**config.mk**
```make
export PLATFORM = sky130hd
export DESIGN_NAME = pbcr_basic_control
export DESIGN_NICKNAME = d
export VERILOG_FILES = /design/src/pbcr_pkg.sv /design/src/pbcr_basic_control.sv
export VERILOG_INCLUDE_DIRS = /design/src
export SDC_FILE = /design/constraint.sdc
export NUM_CORES = 1
export LEC_CHECK = 0
export BUFFER_PORTS_ARGS = -buffer_cell sky130_fd_sc_hd__buf_2
export CAP_MARGIN = 20
export CORE_UTILIZATION = 30
export DETAILED_ROUTE_END_ITERATION = 8
export PLACE_DENSITY = 0.5
export SYNTH_ARGS = -nofsm -noshare
export SYNTH_HDL_FRONTEND = slang
export SYNTH_SLANG_ARGS = --single-unit
```
**constraint.sdc**
```tcl
create_clock -name ref_clk -period 2 [get_ports ref_clk]
set_clock_uncertainty 0.05 [all_clocks]
set_input_delay 0.2 -clock ref_clk [delete_from_list [all_inputs] [get_ports ref_clk]]
set_output_delay 0.2 -clock ref_clk [all_outputs]
set_load 0.05 [all_outputs]
```
**src/pbcr_regs.svh**
```systemverilog
`ifndef PBCR_REGS_SVH
`define PBCR_REGS_SVH

// management frame
`define PBCR_PRE_LEN      6'h20
`define PBCR_CMD_BITS     4'hC
`define PBCR_TA_BITS      2'h2
`define PBCR_DATA_BITS    5'h10
`define PBCR_OP_READ      2'h2
`define PBCR_OP_WRITE     2'h1
`define PBCR_BCAST_ADDR   5'h00
`define PBCR_REG_CTRL     5'h00

// control register fields
`define PBCR_BIT_RESET    15
`define PBCR_BIT_LOOP     14
`define PBCR_BIT_SPEED    13
`define PBCR_BIT_ANEN     12
`define PBCR_BIT_POWER_DOWN    11
`define PBCR_BIT_ISO      10
`define PBCR_BIT_RESTART  9
`define PBCR_BIT_DUPLEX   8
`define PBCR_BIT_COLLISION_TEST     7
`define PBCR_RSVD_ZERO    7'h00

// strap settling cycles after any reset
`define PBCR_INIT_CYC     2'h3

// ability vector bit positions
`define PBCR_AB_100F      3
`define PBCR_AB_100H      2
`define PBCR_AB_10F       1
`define PBCR_AB_10H       0

// technology strap codes to ability vectors
`define PBCR_TECHNOLOGY_STRAPS_10H     3'h0
`define PBCR_TECHNOLOGY_STRAPS_10HF    3'h1
`define PBCR_TECHNOLOGY_STRAPS_100H    3'h2
`define PBCR_TECHNOLOGY_STRAPS_100HF   3'h3
`define PBCR_ABIL_10H     4'h1
`define PBCR_ABIL_10HF    4'h3
`define PBCR_ABIL_100H    4'h4
`define PBCR_ABIL_100HF   4'hC
`define PBCR_ABIL_ALL     4'hF

`endif

```
**src/pbcr_pkg.sv**
```systemverilog
package pbcr_pkg;

  typedef enum logic [2:0] {
    PBCR_PRE,
    PBCR_START,
    PBCR_CMD,
    PBCR_TURN,
    PBCR_DATA
  } pbcr_state_t;

endpackage

```
**src/pbcr_basic_control.sv**
```systemverilog
`timescale 1ns/1ns
`include "pbcr_regs.svh"

// Overview of operation
// - writing one to soft reset reloads all control fields to their reset values; the bit then reads zero.
// - loopback set blocks medium transmit and ignores medium receive data.
// - speed select one means 100BASE-TX, zero means 10BASE-T.
// - with auto-negotiation enabled, speed select has no effect on speed.
// - on reset, speed select loads highest speed allowed by technology straps.
// - speed select write takes effect only when technology straps allow it.
// - auto-negotiation enable accepts one only with ability pin high; resets to one then.
// - with auto-negotiation off, speed and duplex come from fields limited by straps.
// - ability pin rising without reset leaves enable zero until written one.
// - power-down field or power-down pin enters low-power state.
// - management transactions still answered while powered down.
// - isolate field or isolate pin floats all MII outputs.
// - management transactions still answered while isolated.
// - isolate field reset value follows the isolate-default strap.
// - writing one to restart starts negotiation again; the bit clears itself.
// - duplex field one means full duplex, zero means half duplex.
// - with auto-negotiation enabled, duplex field has no effect on duplex.
// - on reset, duplex loads highest duplex mode allowed by the straps.
// - duplex write takes effect only when technology straps allow the new mode.
// - collision test set asserts collision whenever transmit enable is high.
// - collision test suppressed while the coding sublayer is bypassed.
// - register reached over serial management pins, also at broadcast address.
module pbcr_basic_control (
  input  wire logic       ref_clk,
  input  wire logic       rst_n,
  input  wire logic       mdc,
  input  wire logic       mdio_in,
  output logic            mdio_out,
  output logic            mdio_oe,
  input  wire logic [4:0] phy_addr,
  input  wire logic [2:0] technology_straps,
  input  wire logic       autoneg_ability_pin,
  input  wire logic       float_default_strap,
  input  wire logic       power_down_pin,
  input  wire logic       isolate_pin,
  input  wire logic       tx_en,
  input  wire logic       col_in,
  input  wire logic       pcs_bypass,
  input  wire logic       an_speed_100,
  input  wire logic       an_full_duplex,
  output logic            soft_reset_pulse,
  output logic            autoneg_restart_pulse,
  output logic            autoneg_active,
  output logic            op_speed_100,
  output logic            op_full_duplex,
  output logic            low_power,
  output logic            mii_float,
  output logic            medium_tx_enable,
  output logic            medium_rx_accept,
  output logic            loop_full_path,
  output logic            col_out
);

  // two-stage synchronisers for pins; third mdc stage for edge detect
  logic [15:0] sync1_q;
  logic [15:0] sync2_q;
  logic        mdc3_q;

  always_ff @(posedge ref_clk or negedge rst_n) begin
    if (!rst_n) begin
      sync1_q <= 16'h0000;
      sync2_q <= 16'h0000;
      mdc3_q  <= 1'b0;
    end else begin
      sync1_q <= {mdc, mdio_in, phy_addr, technology_straps, autoneg_ability_pin,
                  float_default_strap, power_down_pin, isolate_pin, tx_en, col_in};
      sync2_q <= sync1_q;
      mdc3_q  <= sync2_q[15];
    end
  end

  wire       mdc_s      = sync2_q[15];
  wire       mdio_s     = sync2_q[14];
  wire [4:0] addr_s     = sync2_q[13:9];
  wire [2:0] technology_straps_s     = sync2_q[8:6];
  wire       abil_pin_s = sync2_q[5];
  wire       iso_def_s  = sync2_q[4];
  wire       pd_pin_s   = sync2_q[3];
  wire       iso_pin_s  = sync2_q[2];
  wire       tx_en_s    = sync2_q[1];
  wire       col_in_s   = sync2_q[0];
  wire       mdc_rise   = mdc_s & ~mdc3_q;

  // abilities permitted by the technology straps
  logic [3:0] abil;
  always_comb begin
    unique case (technology_straps_s)
      `PBCR_TECHNOLOGY_STRAPS_10H:   abil = `PBCR_ABIL_10H;
      `PBCR_TECHNOLOGY_STRAPS_10HF:  abil = `PBCR_ABIL_10HF;
      `PBCR_TECHNOLOGY_STRAPS_100H:  abil = `PBCR_ABIL_100H;
      `PBCR_TECHNOLOGY_STRAPS_100HF: abil = `PBCR_ABIL_100HF;
      default:          abil = `PBCR_ABIL_ALL;
    endcase
  end

  wire ab_100 = abil[`PBCR_AB_100F] | abil[`PBCR_AB_100H];
  wire ab_10  = abil[`PBCR_AB_10F] | abil[`PBCR_AB_10H];
  wire def_speed  = ab_100;
  wire def_duplex = def_speed ? abil[`PBCR_AB_100F] : abil[`PBCR_AB_10F];

  // control fields
  logic loop_q;
  logic speed_q;
  logic anen_q;
  logic pd_q;
  logic iso_q;
  logic dup_q;
  logic collision_test_q;
  logic [1:0] init_q;
  logic soft_rst_q;
  logic restart_q;

  // management serial engine
  pbcr_pkg::pbcr_state_t state_q;
  logic [5:0]  cnt_q;
  logic [10:0] cmd_q;
  logic [15:0] sh_q;
  logic        drive_q;
  logic        is_read_q;
  logic        hit_q;

  // op and phy sit above the four register bits already shifted in
  wire [1:0] op_w    = cmd_q[10:9];
  wire [4:0] phy_w   = cmd_q[8:4];
  wire [4:0] reg_w   = {cmd_q[3:0], mdio_s};
  wire       addr_ok = (phy_w == addr_s) || (phy_w == `PBCR_BCAST_ADDR);
  wire       ctrl_ok = (reg_w == `PBCR_REG_CTRL);

  // self-clearing bits always read back zero
  wire [15:0] rd_val = {1'b0, loop_q, speed_q, anen_q, pd_q, iso_q, 1'b0,
                        dup_q, collision_test_q, `PBCR_RSVD_ZERO};

  wire        last_data = (state_q == pbcr_pkg::PBCR_DATA)
                          && (cnt_q[4:0] == `PBCR_DATA_BITS - 5'h01);
  wire        wr_fire   = mdc_rise && last_data && !is_read_q && hit_q;
  wire [15:0] wr_val    = {sh_q[14:0], mdio_s};

  always_ff @(posedge ref_clk or negedge rst_n) begin
    if (!rst_n) begin
      state_q   <= pbcr_pkg::PBCR_PRE;
      cnt_q     <= 6'h00;
      cmd_q     <= 11'h000;
      sh_q      <= 16'h0000;
      drive_q   <= 1'b0;
      is_read_q <= 1'b0;
      hit_q     <= 1'b0;
    end else if (mdc_rise) begin
      unique case (state_q)
        pbcr_pkg::PBCR_PRE: begin
          drive_q <= 1'b0;
          if (mdio_s) begin
            if (cnt_q != `PBCR_PRE_LEN) begin
              cnt_q <= cnt_q + 6'h01;
            end
          end else begin
            cnt_q   <= 6'h00;
            if (cnt_q == `PBCR_PRE_LEN) begin
              state_q <= pbcr_pkg::PBCR_START;
            end
          end
        end
        pbcr_pkg::PBCR_START: begin
          cnt_q   <= 6'h00;
          state_q <= mdio_s ? pbcr_pkg::PBCR_CMD : pbcr_pkg::PBCR_PRE;
        end
        pbcr_pkg::PBCR_CMD: begin
          cmd_q <= {cmd_q[9:0], mdio_s};
          cnt_q <= cnt_q + 6'h01;
          if (cnt_q[3:0] == `PBCR_CMD_BITS - 4'h1) begin
            cnt_q     <= 6'h00;
            is_read_q <= (op_w == `PBCR_OP_READ);
            hit_q     <= addr_ok;
            // unsupported register addresses read as zero
            sh_q      <= ctrl_ok ? rd_val : 16'h0000;
            if (addr_ok && (op_w == `PBCR_OP_READ || op_w == `PBCR_OP_WRITE)) begin
              state_q <= pbcr_pkg::PBCR_TURN;
            end else begin
              state_q <= pbcr_pkg::PBCR_PRE;
            end
            hit_q <= addr_ok && ctrl_ok;
          end
        end
        pbcr_pkg::PBCR_TURN: begin
          cnt_q <= cnt_q + 6'h01;
          // drive the zero of the turnaround on reads
          if (cnt_q[1:0] == 2'h0) begin
            drive_q <= is_read_q;
          end
          if (cnt_q[1:0] == `PBCR_TA_BITS - 2'h1) begin
            cnt_q   <= 6'h00;
            state_q <= pbcr_pkg::PBCR_DATA;
          end
        end
        pbcr_pkg::PBCR_DATA: begin
          cnt_q <= cnt_q + 6'h01;
          if (is_read_q) begin
            sh_q <= {sh_q[14:0], 1'b0};
          end else begin
            sh_q <= wr_val;
          end
          if (last_data) begin
            cnt_q   <= 6'h00;
            drive_q <= 1'b0;
            state_q <= pbcr_pkg::PBCR_PRE;
          end
        end
        default: begin
          state_q <= pbcr_pkg::PBCR_PRE;
        end
      endcase
    end
  end

  wire in_data = (state_q == pbcr_pkg::PBCR_DATA);
  assign mdio_oe  = drive_q;
  assign mdio_out = drive_q & in_data & sh_q[15];

  // write acceptance against the straps
  wire new_speed = wr_val[`PBCR_BIT_SPEED];
  wire spd_ok    = new_speed ? ab_100 : ab_10;
  wire spd_next  = spd_ok ? new_speed : speed_q;
  wire new_dup   = wr_val[`PBCR_BIT_DUPLEX];
  wire full_ok   = spd_next ? abil[`PBCR_AB_100F] : abil[`PBCR_AB_10F];
  wire half_ok   = spd_next ? abil[`PBCR_AB_100H] : abil[`PBCR_AB_10H];
  wire dup_ok    = new_dup ? full_ok : half_ok;
  wire init_act  = (init_q != 2'h0);

  always_ff @(posedge ref_clk or negedge rst_n) begin
    if (!rst_n) begin
      init_q     <= `PBCR_INIT_CYC;
      soft_rst_q <= 1'b0;
      restart_q  <= 1'b0;
      loop_q     <= 1'b0;
      speed_q    <= 1'b0;
      anen_q     <= 1'b0;
      pd_q       <= 1'b0;
      iso_q      <= 1'b0;
      dup_q      <= 1'b0;
      collision_test_q     <= 1'b0;
    end else begin
      soft_rst_q <= wr_fire & wr_val[`PBCR_BIT_RESET];
      restart_q  <= wr_fire & wr_val[`PBCR_BIT_RESTART];
      if (soft_rst_q) begin
        init_q <= `PBCR_INIT_CYC;
      end else if (init_act) begin
        init_q <= init_q - 2'h1;
      end
      if (soft_rst_q || init_act) begin
        // strap defaults reload until the synchronisers settle
        loop_q  <= 1'b0;
        pd_q    <= 1'b0;
        collision_test_q  <= 1'b0;
        speed_q <= def_speed;
        dup_q   <= def_duplex;
        anen_q  <= abil_pin_s;
        iso_q   <= iso_def_s;
      end else if (wr_fire) begin
        loop_q  <= wr_val[`PBCR_BIT_LOOP];
        pd_q    <= wr_val[`PBCR_BIT_POWER_DOWN];
        iso_q   <= wr_val[`PBCR_BIT_ISO];
        collision_test_q  <= wr_val[`PBCR_BIT_COLLISION_TEST];
        speed_q <= spd_next;
        anen_q  <= wr_val[`PBCR_BIT_ANEN] & abil_pin_s;
        if (dup_ok) begin
          dup_q <= new_dup;
        end
      end
    end
  end

  assign soft_reset_pulse      = soft_rst_q;
  assign autoneg_restart_pulse = restart_q;

  // operating mode and pin-combined controls
  wire an_on = anen_q & abil_pin_s;

  always_ff @(posedge ref_clk or negedge rst_n) begin
    if (!rst_n) begin
      autoneg_active <= 1'b0;
      op_speed_100   <= 1'b0;
      op_full_duplex <= 1'b0;
      low_power      <= 1'b0;
      mii_float      <= 1'b0;
      col_out        <= 1'b0;
    end else begin
      autoneg_active <= an_on;
      op_speed_100   <= an_on ? an_speed_100 : speed_q;
      op_full_duplex <= an_on ? an_full_duplex : dup_q;
      low_power      <= pd_q | pd_pin_s;
      mii_float      <= iso_q | iso_pin_s;
      col_out        <= ~(iso_q | iso_pin_s)
                        & (col_in_s | (collision_test_q & tx_en_s & ~pcs_bypass));
    end
  end

  assign medium_tx_enable = ~loop_q & ~low_power;
  assign medium_rx_accept = ~loop_q;
  assign loop_full_path   = loop_q;

endmodule

```
Word-level counts from Yosys, hierarchy flattened
Cells that the tools add are included.
{ "op_classes": {"add_sub_neg": 2, "mux": 47, "bitwise_logic": 21, "n_eq_ne": 22, "n_reduce_logical": 29} }
{ "op_table": {"columns": ["op", "count"], "rows": [
  ["$pmux 16 s2", 1],
  ["$mux 6", 5],
  ["$pmux 6 s5", 1],
  ["$mux 1", 26],
  ["$mux 16", 1],
  ["$pmux 4 s4", 1],
  ["$mux 15", 1],
  ["$mux 3", 5],
  ["$pmux 3 s5", 1],
  ["$eq 3x2->1 const B", 4],
  ["$ne 2x2->1 const B", 6],
  ["$and 1x1->1", 11],
  ["$logic_not 5->1", 2],
  ["$reduce_bool 2->1", 5],
  ["$reduce_and 3->1", 3],
  ["$mux 2", 4],
  ["$add 6x1->6 const B", 1],
  ["$eq 3x1->1 const B", 2],
  ["$eq 6x6->1 const B", 1],
  ["$logic_and 1x1->1", 6],
  ["$logic_not 3->1", 2],
  ["$ne 6x6->1 const B", 1],
  ["$reduce_and 6->1", 1],
  ["$eq 5x4->1 const B", 1],
  ["17 further kinds", 29]
]} }
{ "totals": {"output_inout_bits": 13, "elab_cells": 147, "ff_bits": 89} }

Longest topological paths before layout
Gate-level depths: netlist of run 1.
{ "depth": {"depth_word": 10, "mapped_depth": 9} }

Worst setup path before layout of run 1
Ideal clock, no wire load.
{ "synth_path": {"path_type": "reg2reg", "startpoint": "reg cnt_q[0]", "endpoint": "reg cnt_q[5]", "synth_period_minus_slack_ns": 1.970, "t_required_ns": 1.858, "setup_slack_ns": 0.030, "stages_incl_launch_ff": 8, "arrival_ns": 1.828, "path_cell_list": "dfrtp_1 > ha_1 > and3_1 > ha_1 > nand2b_1 > and3_1 > or2_4 > o31ai_2"} }
{ "synth_via": {"elab_chain_cells": 4, "elab_cells_between_ends": 14, "cone_classes": "1 x add/sub; 5 x eq/ne; 6 x mux; 2 x reduce/logical"} }
{ "synth_lines": {"columns": ["element", "line_no", "rtl"], "rows": [
  ["start: declaration", "pbcr_basic_control.sv:119", "logic [5:0] cnt_q;"],
  ["start signal: assignment", "pbcr_basic_control.sv:157", "cnt_q <= cnt_q + 6'h01;"],
  ["start signal: assignment", "pbcr_basic_control.sv:172", "cnt_q <= cnt_q + 6'h01;"],
  ["start signal: assignment", "pbcr_basic_control.sv:188", "cnt_q <= cnt_q + 6'h01;"],
  ["$add 6x1->6 / $eq 5x4->1 (equally long branches)", null, null],
  ["$mux 6 / $logic_and 1x1->1 (equally long branches)", "pbcr_basic_control.sv:156, pbcr_basic_control.sv:137", null],
  ["$mux 6 (on tied branches)", "pbcr_basic_control.sv:155, pbcr_basic_control.sv:205", null],
  ["$pmux 6 s5", "pbcr_basic_control.sv:152", "unique case (state_q)"]
]} }
Parallel ways exist; a longest one is shown, timed or not. The select of a mux whose other input is x is not followed.
A chain may end at the register's enable or synchronous reset.

Worst setup path after layout of run 1
{ "layout_path": {"startpoint": "reg cnt_q[0]", "endpoint": "reg speed_q"} }
{ "layout_via": {"elab_chain_cells": 6} }
{ "layout_lines": {"columns": ["element", "line_no", "rtl"], "rows": [
  ["$eq 5x4->1", "pbcr_basic_control.sv:138", "&& (cnt_q[4:0] == `PBCR_DATA_BITS - 5'h01);"],
  ["$logic_and 1x1->1", "pbcr_basic_control.sv:137", "wire last_data = (state_q == pbcr_pkg::PBCR_DATA)"],
  ["$logic_and 1x1->1 (3 in series)", "pbcr_basic_control.sv:139", "wire wr_fire = mdc_rise && last_data && !is_read_q && hit_q;"],
  ["$reduce_bool 2->1 (no line)", null, null],
  ["end signal: assignment", "pbcr_basic_control.sv:257", "speed_q <= def_speed;"],
  ["end signal: assignment", "pbcr_basic_control.sv:266", "speed_q <= spd_next;"],
  ["end: declaration", "pbcr_basic_control.sv:107", "logic speed_q;"]
]} }
Every way passes these cells.

==> results of run 1 <==
[kinds of logic (layout without fill, tap and decap cells)]
logic type      count (synthesis)  in the layout  synth area share
xor+xnor                        2              2           0.00485
buf+inv                        24            113            0.0270
compound gates                 57             57             0.108
fa+ha+maj                       7              7            0.0242
simple gates                  124            124             0.172
mux                            15             15            0.0467
flops                          89             89             0.617
[final cells by class]
type	instances	area [µm²]	share of cell area
Sequential cell	89	2230	0.462
Multi-Input combinational cell	205	1370	0.283
Timing Repair Buffer	85	639	0.133
Clock buffer	10	229	0.0475
Tap cell	143	179	0.0371
Clock inverter	5	129	0.0267
Inverter	13	48.8	0.0101
[final timing paths]
check                           slack [ns]             end            from
worst min-delay path                  0.04  op_full_duplex  an_full_duplex
worst max-delay path                  0.01         speed_q        cnt_q[0]
worst max register to register        0.01         speed_q        cnt_q[0]
worst min register to register        0.30     sync2_q[13]     sync1_q[13]
min in group asynchronous             0.35      sync1_q[7]           rst_n
max in group asynchronous             0.92        sh_q[15]           rst_n
[where the power goes]
part | switching (W) | internal [W]
Clock | 0.000680 | 0.00134
Combinational | 0.000124 | 0.000115
Sequential | 0.0000222 | 0.00185
[layout by cell type, fill, tap and decap left out, types with 8 or more instances in the layout]
cell and count:
inv_1 13, dfrtp_1 87, dlygate4sd3_1 17, a31oi_1 13, nand2b_1 8, buf_2 31, nand3_1 20, clkbuf_16 9
nor2_1 17, buf_4 32, a21oi_1 8, mux2_2 15, nand2_1 45
[worst register-to-register path, cell delays in order, from the launching register on]
cell and delay [ns]:
dfrtp_1 0.35, ha_2 0.19, and3_4 0.20, ha_4 0.15, nand2_2 0.05, or4_4 0.57
a21oi_2 0.14, o32ai_1 0.09, a21oi_1 0.12
[flip-flops by register name, summed over array words and instances (netlist names), 2 cells and up]
signal   flops
sh_q        16
sync2_q     16
cmd_q       11
sync1_q     16
cnt_q        6
state_q      3
init_q       2
[metal layers]
metal | part of all wire | vias up
met1 | 0.48 | 1282
met5 | 0 | -
met4 | 0.017 | 0
met3 | 0.041 | 13
met2 | 0.46 | 49
li1 | - | 1286
[through the flow]
step                      power (W)  instance area, µm²  hold WS [ns]  utilization
final                       0.00413                4820        0.0396        0.417
after global routing        0.00430                4820        0.0368        0.417
after CTS                   0.00418                4720        0.0295        0.408
after detailed placement    0.00211                4160         0.186        0.360
after global placement      0.00211                4160         0.177        0.360
after floorplan             0.00198                3610        -0.146            -
[timing repair]
item                                    in CTS  in global routing
pin swaps                                    0                  5
hold endpoints to repair                    57                  0
setup buffers                                1                  4
resized for setup                            5                 16
hold buffers                                17                  0
endpoints found under the setup margin       6                 21
==> summary.md, run 1 <==
| Metric | Value |
|---|---|
| RSZ-0062 raised after global routing | `yes` |
| Worst slack, placed | `-0.0764 ns` |
| Vias in the first global route | `2560` |
| Mean Syn Cell Area | `11.4 µm²` |
| Post-layout nets | `431` |
| Initial antenna violation count | `0` |
| Top_reg_cell synth | `dfrtp_1` |
| Met3 global-route usage | `0.0370` |
| Worst path arrival time | `2.20 ns` |
| Final worst-path setup slack | `0.0140 ns` |
| GRT busiest layer | `met2` |
| Clock Sinks | `89` |
| P&R area growth vs syn | `33.4%` |
| H-Tree Depth | `3` |
| M1 GR Usage | `0.175` |
| Setup TNS Final | `0 ns` |
| GP Congestion | `0.816` |
| Critical Path End Type | `flop` |
| # rows | `39` |
| Ant. Diodes | `0` |
| P per Cell Area | `857 mW/mm²` |
| DR vias/cell | `4.78` |
| Peak supply drop | `0.481 mV` |
| Sequential area share after synthesis | `0.617` |
| Post-synth top area share | `0.602` |
| LEAKAGE | `2.25 nW` |
| WL final | `7490 µm` |
| Number of max-cap violations | `0` |
| Initial Utilization | `0.313` |
| # DRC | `0` |
| Startpoint Class | `flop` |
| Worst setup path category | `flop to flop` |
| Worst-path clk slew | `0.06 ns` |
| First-pass GRT wire length | `12600 µm` |
| Final non-filler cell total | `550` |
| Stages on the worst setup path | `8` |
| Root Buffer | `clkbuf_16` |
| Wire length per cell | `13.6 µm` |
| Die Ht | `112 µm` |
| Largest net degree at the start of global routing | `47` |
| FF+latch count, synth | `89` |
| Post-route ant nets | `0` |
| Clk_lat worst skew | `0.34 ns` |
| Grt ovf | `0` |
| Core box area | `0.0116 mm²` |
| Synth area leader | `dfrtp_1` |
| R2R cell count | `8` |
| Num ports | `34` |
| Slew headroom | `0.631` |
| Mapped Nets | `346` |
| Maximum clock path buffer count | `2` |
| Critical Path RT | `2.21 ns` |
| Number of synthesized flops with an enable pin | `0` |
| Cells after Synth | `318` |
| Share of cells above drive strength 1 | `0.292` |
| Asr flop ratio synth | `1.00` |
| Outcome | `finished clean` |
| Yosys warning count | `0` |
| Die Width | `112 µm` |
| Cell family with most CP delay | `simple AND/OR/NAND/NOR gates` |
| Crit-path max cell delay | `0.57 ns` |
| Buf/Inv on CP | `0` |
| Met2 usage | `0.193` |
| Dpl cells | `513` |
| Total CTS buffers | `9` |
| Die area | `0.0125 mm²` |
| Hold WC Path Type | `primary input to flop` |
| Post-Syn Area | `0.00361 mm²` |
| DRT iter0 DRCs | `126` |
| Drt first pass iters | `4` |
| Worst-margin pin slew | `0.553 ns` |
| Largest fanout on the critical path | `6` |
| Filler Cell Count | `1089` |
| CTS tree | `built` |
| Setup Viol. Count Final | `0` |
| GRT Util Overall | `0.131` |
| Distinct cells, synth | `52` |
| Period utilization | `0.993` |
| Via Count | `2630` |
| Post-synth top cells | `87 x dfrtp_1, 47 x nand2_1, 20 x nand3_1, 17 x nor2_1, 15 x mux2_2` |
| Worst Hold Path Cells | `2` |
| Most numerous cell in the Yosys netlist | `dfrtp_1` |
| Max-slew violations | `0` |
| PortBufs | `33` |
| Final Hold Vio Count | `0` |
| Peak Freq | `0.504 GHz` |
| Tmin final | `1.99 ns` |
| Final HPWL DP | `4890 µm` |
| Top post-synthesis cells by area | `dfrtp_1 60%, nand2_1 4.9%, mux2_2 4.7%` |
| Slowest-stage cell, CP | `or4_4` |
| Critical-path cell list | `ha_2 > and3_4 > ha_4 > nand2_2 > or4_4 > a21oi_2 > o32ai_1 > a21oi_1` |
No activity file was read; power rests on OpenSTA's default activity.
==> inputs of run 2 (changes only) <==
- ABC_AREA: default -> 1
==> summary.md, run 2 <==
| Metric | Value |
|---|---|
| Setup Viol. Count Final | `0 (unchanged)` |
| Slowest-stage cell, CP | `dfrtp_1 (was or4_4)` |
| P per Cell Area | `799 mW/mm² (was 857 mW/mm²)` |
| Number of synthesized flops with an enable pin | `0 (unchanged)` |
| Outcome | `finished clean (unchanged)` |
| LEAKAGE | `2.22 nW (was 2.25 nW)` |
| Post-route ant nets | `0 (unchanged)` |
| H-Tree Depth | `3 (unchanged)` |
| Die Width | `113 µm (was 112 µm)` |
| Worst setup path category | `flop to output pin (was flop to flop)` |
| First-pass GRT wire length | `12400 µm (was 12600 µm)` |
| Die area | `0.0128 mm² (was 0.0125 mm²)` |
| GRT Util Overall | `0.124 (was 0.131)` |
| Commonest non-fill, non-tap cells in the layout | `105 x nand2_1, 87 x dfrtp_1, 53 x inv_1, 39 x o21ai_0, 31 x buf_2 (was 87 x dfrtp_1, 45 x nand2_1, 32 x buf_4, 31 x buf_2, 20 x nand3_1)` |
| Crit-path max cell delay | `0.47 ns (was 0.57 ns)` |
| Cell family with most CP delay | `simple AND/OR/NAND/NOR gates (unchanged)` |
| GP Congestion | `0.812 (was 0.816)` |
| Ant. Diodes | `0 (unchanged)` |
| Post-layout nets | `480 (was 431)` |
| Share of cells above drive strength 1 | `0.173 (was 0.292)` |
| DR vias/cell | `4.37 (was 4.78)` |
| Hold WC Path Type | `primary input to flop (unchanged)` |
| Final Hold Vio Count | `0 (unchanged)` |
| WL final | `7000 µm (was 7490 µm)` |
| Initial Utilization | `0.309 (was 0.313)` |
| Top_reg_cell synth | `dfrtp_1 (unchanged)` |
| Top post-synthesis cells by area | `dfrtp_1 59%, nand2_1 11%, inv_1 5.4% (was dfrtp_1 60%, nand2_1 4.9%, mux2_2 4.7%)` |
| Vias in the first global route | `2529 (was 2560)` |
| Clock Sinks | `89 (unchanged)` |
| Num ports | `34 (unchanged)` |
| Worst-margin pin slew | `0.459 ns (was 0.553 ns)` |
| Most numerous cell in the Yosys netlist | `nand2_1 (was dfrtp_1)` |
| FF+latch count, synth | `89 (unchanged)` |
| Commonest non-fill, non-tap cell in the layout | `nand2_1 (was dfrtp_1)` |
| Cells after Synth | `393 (was 318)` |
| Critical-path cell list | `nor2_2 > nand2_4 > nor3_2 > clkbuf_4 (was ha_2 > and3_4 > ha_4 > nand2_2 > or4_4 > a21oi_2 > o32ai_1 > a21oi_1)` |
| CTS tree | `built (unchanged)` |
| Core box area | `0.0120 mm² (was 0.0116 mm²)` |
| Max-slew violations | `0 (unchanged)` |
| Synth area leader | `dfrtp_1 (unchanged)` |
| Final core occ | `0.376 (was 0.417)` |
| Slew headroom | `0.693 (was 0.631)` |
| Peak supply drop | `0.554 mV (was 0.481 mV)` |
| Distinct cells, synth | `34 (was 52)` |
| Filler Cell Count | `1238 (was 1089)` |
| Largest net degree at the start of global routing | `90 (was 47)` |
| Worst-path clk slew | `0.07 ns (was 0.06 ns)` |
| # rows | `40 (was 39)` |
| Worst path arrival time | `1.67 ns (was 2.20 ns)` |
| Tmin final | `1.92 ns (was 1.99 ns)` |
| Total CTS buffers | `9 (unchanged)` |
| Buf/Inv on CP | `1 (was 0)` |
| Via Count | `2635 (was 2630)` |
| WL met3 | `166 µm (was 304 µm)` |
| Die Ht | `113 µm (was 112 µm)` |
| Area of the multi-input gates | `0.00124 mm² (was 0.00137 mm²)` |
| Period utilization | `0.959 (was 0.993)` |
| PortBufs | `33 (unchanged)` |
| Sequential area share after synthesis | `0.601 (was 0.617)` |
| RSZ-0062 raised after global routing | `no (was yes)` |
| Startpoint Class | `flop (unchanged)` |
| Drt first pass iters | `4 (unchanged)` |
| Root Buffer | `clkbuf_16 (unchanged)` |
| Setup TNS Final | `0 ns (unchanged)` |
| Peak Freq | `0.521 GHz (was 0.504 GHz)` |
| Largest fanout on the critical path | `17 (was 6)` |
| # DRC | `0 (unchanged)` |
| Post-Syn Area | `0.00371 mm² (was 0.00361 mm²)` |
| Number of max-cap violations | `0 (unchanged)` |
| Reg area | `0.00223 mm² (unchanged)` |
| Grt ovf | `0 (unchanged)` |
| Asr flop ratio synth | `1.00 (unchanged)` |
| M1 WL | `3550 µm (was 3630 µm)` |
| Met2 WL | `3160 µm (was 3430 µm)` |
| Yosys warning count | `0 (unchanged)` |
| Wire length per cell | `11.6 µm (was 13.6 µm)` |
| DRT iter0 DRCs | `133 (was 126)` |
| Critical Path End Type | `output pin (was flop)` |
| Critical Path RT | `1.75 ns (was 2.21 ns)` |
| Mean Syn Cell Area | `9.44 µm² (was 11.4 µm²)` |
| Biggest regs | `sh_q x16, sync1_q x16, sync2_q x16 (unchanged)` |
| Maximum clock path buffer count | `2 (unchanged)` |
| Post-synth top cells | `105 x nand2_1, 87 x dfrtp_1, 53 x inv_1, 39 x o21ai_0, 24 x nand3_1 (was 87 x dfrtp_1, 47 x nand2_1, 20 x nand3_1, 17 x nor2_1, 15 x mux2_2)` |
| Initial antenna violation count | `0 (unchanged)` |
| P&R area growth vs syn | `21.8% (was 33.4%)` |
| Clk_lat worst skew | `0.34 ns (about the same)` |
| Uppermost routed layer | `met4 (unchanged)` |
| Final HPWL DP | `4720 µm (was 4890 µm)` |
| Mapped Nets | `421 (was 346)` |
| Post-synth top area share | `0.587 (was 0.602)` |
[run 2: what timing repair did]
item / CTS / global route
buffers inserted: 0 / 0
endpoints found under the hold margin: 104 / 0
resized for setup: 0 / 2
setup endpoints to repair: 0 / 3
hold buffers: 18 / 0
[run 2: kinds of logic (layout without fill, tap and decap cells)]
family	Yosys count	count (layout)	synth area share
fa+ha+maj	7	7	0.0236
xor+xnor	2	2	0.00472
simple gates	172	172	0.212
flops	89	89	0.601
compound gates	61	61	0.0914
buf+inv	62	125	0.0671
[run 2: per-layer routing]
| layer | vias to the layer above | global-route usage |
|---|---|---|
| li1 | 1352 | - |
| met1 | 1246 | 0.171 |
| met2 | 26 | 0.183 |
| met3 | 11 | 0.0332 |
| met4 | 0 | 0.0544 |
| met5 | - | 0 |
[run 2: cell type report]
cell class | instances | area share
Sequential cell | 89 | 0.493
Multi-Input combinational cell | 242 | 0.274
Tap cell | 147 | 0.0407
Clock buffer | 9 | 0.0498
Timing Repair Buffer | 54 | 0.0853
Inverter | 56 | 0.0471
Clock inverter | 6 | 0.00969
[run 2: worst register-to-register path, cell delays in order (launching register included)]
cell and delay (ns):
dfrtp_1 0.42, ha_1 0.22, nand2_1 0.08, nor2_1 0.09, ha_1 0.18, nand3_1 0.08
nand3b_4 0.19, nand2_1 0.10, inv_1 0.11, nand2_1 0.09, o211ai_2 0.07
[run 2: path summary, 6_finish.rpt]
check / from / endpoint / slack (ns) / cells after the start
min reg2reg: sync1_q[14] / sync2_q[14] / 0.30 / 0
min in group asynchronous: rst_n / op_speed_100 / 0.39 / 3
max: state_q[0] / mdio_out / 0.08 / 4
min: an_speed_100 / op_speed_100 / 0.02 / 3
max in group asynchronous: rst_n / cmd_q[7] / 1.15 / 3
max reg2reg: cnt_q[0] / speed_q / 0.21 / 10
[run 2: where the power goes]
group          total (W)  switching, W  internal (W)
logic           0.000188      0.000113     0.0000751
clock network    0.00155      0.000712      0.000839
registers        0.00187     0.0000255       0.00185
[run 2: metrics by stage]
step	power, W	cell area [µm²]	hold WS, ns	instances	setup slack (ns)
floorplan	0.00198	3710	-0.146	393	0.230
global placement	0.00207	4070	0.231	570	0.255
detailed placement	0.00207	4070	0.236	570	0.214
CTS	0.00367	4510	0.00485	603	0.0247
global route	0.00376	4520	0.0249	603	0.0138
finish	0.00361	4520	0.0156	603	0.0823
==> inputs of run 3 (changes only) <==
- CELL_PAD_IN_SITES_DETAIL_PLACEMENT: default -> 0
- CELL_PAD_IN_SITES_GLOBAL_PLACEMENT: default -> 1
- CORE_MARGIN: default -> 5
- PLACE_DENSITY: 0.5 -> 0.6
==> summary.md, run 3 (synthesized netlist as in run 2, its figures left out) <==
| Metric | Value |
|---|---|
| Outcome | `finished clean (unchanged)` |
| Die area | `0.0147 mm² (was 0.0128 mm²)` |
| WL final | `7320 µm (was 7000 µm)` |
| Worst-margin pin slew | `0.517 ns (was 0.459 ns)` |
| Total Power | `0.00383 W (was 0.00361 W)` |
| Max-slew violations | `0 (unchanged)` |
| H-Tree Depth | `3 (unchanged)` |
| Commonest non-fill, non-tap cell in the layout | `nand2_1 (unchanged)` |
| Root Buffer | `clkbuf_16 (unchanged)` |
| Core box area | `0.0121 mm² (was 0.0120 mm²)` |
| RSZ-0062 raised after global routing | `no (unchanged)` |
| # rows | `40 (unchanged)` |
| Startpoint Class | `flop (unchanged)` |
| Setup Viol. Count Final | `0 (unchanged)` |
| Drt first pass iters | `4 (unchanged)` |
| Reg area | `0.00223 mm² (unchanged)` |
| GRT Util Overall | `0.110 (was 0.124)` |
| Vias in the first global route | `2628 (was 2529)` |
| Filler Cell Count | `1183 (was 1238)` |
| Total CTS buffers | `9 (unchanged)` |
| Final HPWL DP | `5120 µm (was 4720 µm)` |
| GP Congestion | `0.792 (was 0.812)` |
| Share of cells above drive strength 1 | `0.175 (was 0.173)` |
| Critical Path RT | `1.75 ns (about the same)` |
| Dpl cells | `592 (was 570)` |
| Post-layout nets | `481 (was 480)` |
| Worst slack, placed | `0.196 ns (was 0.214 ns)` |
| Grt ovf | `0 (unchanged)` |
| Via Count | `2615 (was 2635)` |
| Biggest regs | `sh_q x16, sync1_q x16, sync2_q x16 (unchanged)` |
| Worst path arrival time | `1.65 ns (was 1.67 ns)` |
| Peak Freq | `0.527 GHz (was 0.521 GHz)` |
| Post-route ant nets | `0 (unchanged)` |
| Commonest non-fill, non-tap cells in the layout | `105 x nand2_1, 87 x dfrtp_1, 53 x inv_1, 39 x o21ai_0, 32 x buf_2 (was 105 x nand2_1, 87 x dfrtp_1, 53 x inv_1, 39 x o21ai_0, 31 x buf_2)` |
| Final non-filler cell total | `626 (was 603)` |
| Number of max-cap violations | `0 (unchanged)` |
| First-pass GRT wire length | `12600 µm (was 12400 µm)` |
| Initial antenna violation count | `0 (unchanged)` |
| LEAKAGE | `2.25 nW (was 2.22 nW)` |
| Clock Sinks | `89 (unchanged)` |
| Die Ht | `121 µm (was 113 µm)` |
| Area of the multi-input gates | `0.00124 mm² (about the same)` |
| Worst-path clk slew | `0.06 ns (was 0.07 ns)` |
| Largest fanout on the critical path | `17 (unchanged)` |
| Critical-path cell list | `nor2_2 > nand2_4 > nor3_2 > buf_2 (was nor2_2 > nand2_4 > nor3_2 > clkbuf_4)` |
| DR vias/cell | `4.18 (was 4.37)` |
| Critical Path End Type | `output pin (unchanged)` |
| Slowest-stage cell, CP | `dfrtp_1 (unchanged)` |
| Initial Utilization | `0.308 (was 0.309)` |
| Crit-path max cell delay | `0.48 ns (was 0.47 ns)` |
| Num ports | `34 (unchanged)` |
| Ant. Diodes | `0 (unchanged)` |
| Peak supply drop | `0.367 mV (was 0.554 mV)` |
| Setup TNS Final | `0 ns (unchanged)` |
| P&R area growth vs syn | `24.1% (was 21.8%)` |
| Worst setup path category | `flop to output pin (unchanged)` |
| Final worst-path setup slack | `0.104 ns (was 0.0823 ns)` |
| Die Width | `121 µm (was 113 µm)` |
| Maximum clock path buffer count | `2 (unchanged)` |
| CTS tree | `built (unchanged)` |
| Worst Hold Path Cells | `3 (unchanged)` |
| Hold WC Path Type | `primary input to flop (unchanged)` |
| Final Hold Vio Count | `0 (unchanged)` |
| Slew headroom | `0.656 (was 0.693)` |
| Clk_lat worst skew | `0.35 ns (was 0.34 ns)` |
| Tmin final | `1.90 ns (was 1.92 ns)` |
| PortBufs | `33 (unchanged)` |
| DRT iter0 DRCs | `154 (was 133)` |
| R2R cell count | `8 (was 10)` |
| P per Cell Area | `833 mW/mm² (was 799 mW/mm²)` |
| Period utilization | `0.948 (was 0.959)` |
| Wire length per cell | `11.7 µm (was 11.6 µm)` |
| # DRC | `0 (unchanged)` |
| Largest net degree at the start of global routing | `39 (was 90)` |
==> run 3: changes by cell type in the layout (fill, tap and decap cells not counted), sizes merged <==
cell / before / now
buf: 35 / 37
bufinv: 0 / 1
clkinv: 4 / 0
clkinvlp: 1 / 2
inv: 57 / 59
==> run 3: final timing paths <==
kind                       slack (ns)    startpoint      endpoint
max                              0.10    state_q[0]      mdio_out
max reg2reg                      0.17      cnt_q[0]         iso_q
max in group asynchronous        0.98         rst_n     init_q[0]
min reg2reg                      0.30    sync1_q[7]    sync2_q[7]
min in group asynchronous        0.32         rst_n   sync1_q[14]
min                              0.02  an_speed_100  op_speed_100
==> run 3: per-stage QoR <==
stage               cell area, µm²  hold WS, ns  utilization
floorplan                     3710       -0.146            -
global placement              4110        0.168        0.341
detailed placement            4110        0.178        0.341
CTS                           4600      0.00306        0.382
global route                  4600       0.0162        0.382
finish                        4600       0.0186        0.382
==> run 3: worst max-delay path: cells and delay by family (launching register included) <==
| kind | cells | cell delay (ns) |
|---|---|---|
| AND/OR/NAND/NOR | 3 | 0.54 |
| flip-flops | 1 | 0.48 |
| buffers and inverters | 1 | 0.29 |
==> run 3: per-layer routing <==
layer  global-route usage  share of wire
met1                0.144           0.49
met2                0.166           0.45
met3               0.0242          0.032
met4               0.0672          0.027
met5                    0              0
==> run 3: timing repair <==
action / in CTS / in global routing
setup buffers: 0 / 0
hold endpoints to repair: 53 / 0
resized for setup: 0 / 0
hold buffers: 18 / 0
==> run 3: power by group <==
| part | leakage, nW | internal, W | switching (W) | total (W) |
|---|---|---|---|---|
| Combinational | 0.946 | 0.0000785 | 0.000112 | 0.000191 |
| Sequential | 1.15 | 0.00185 | 0.0000270 | 0.00187 |
| Clock | 0.148 | 0.00102 | 0.000750 | 0.00177 |
| Total | 2.25 | 0.00295 | 0.000889 | 0.00383 |
==> run 3: final cells by class <==
type | instances | share of cell area
clock buffers | 10 | 0.0519
clock inverters | 6 | 0.0160
inverters | 56 | 0.0462
multi-input cells | 242 | 0.268
flip-flops and latches | 89 | 0.484
well taps | 168 | 0.0457
repair buffers | 55 | 0.0875
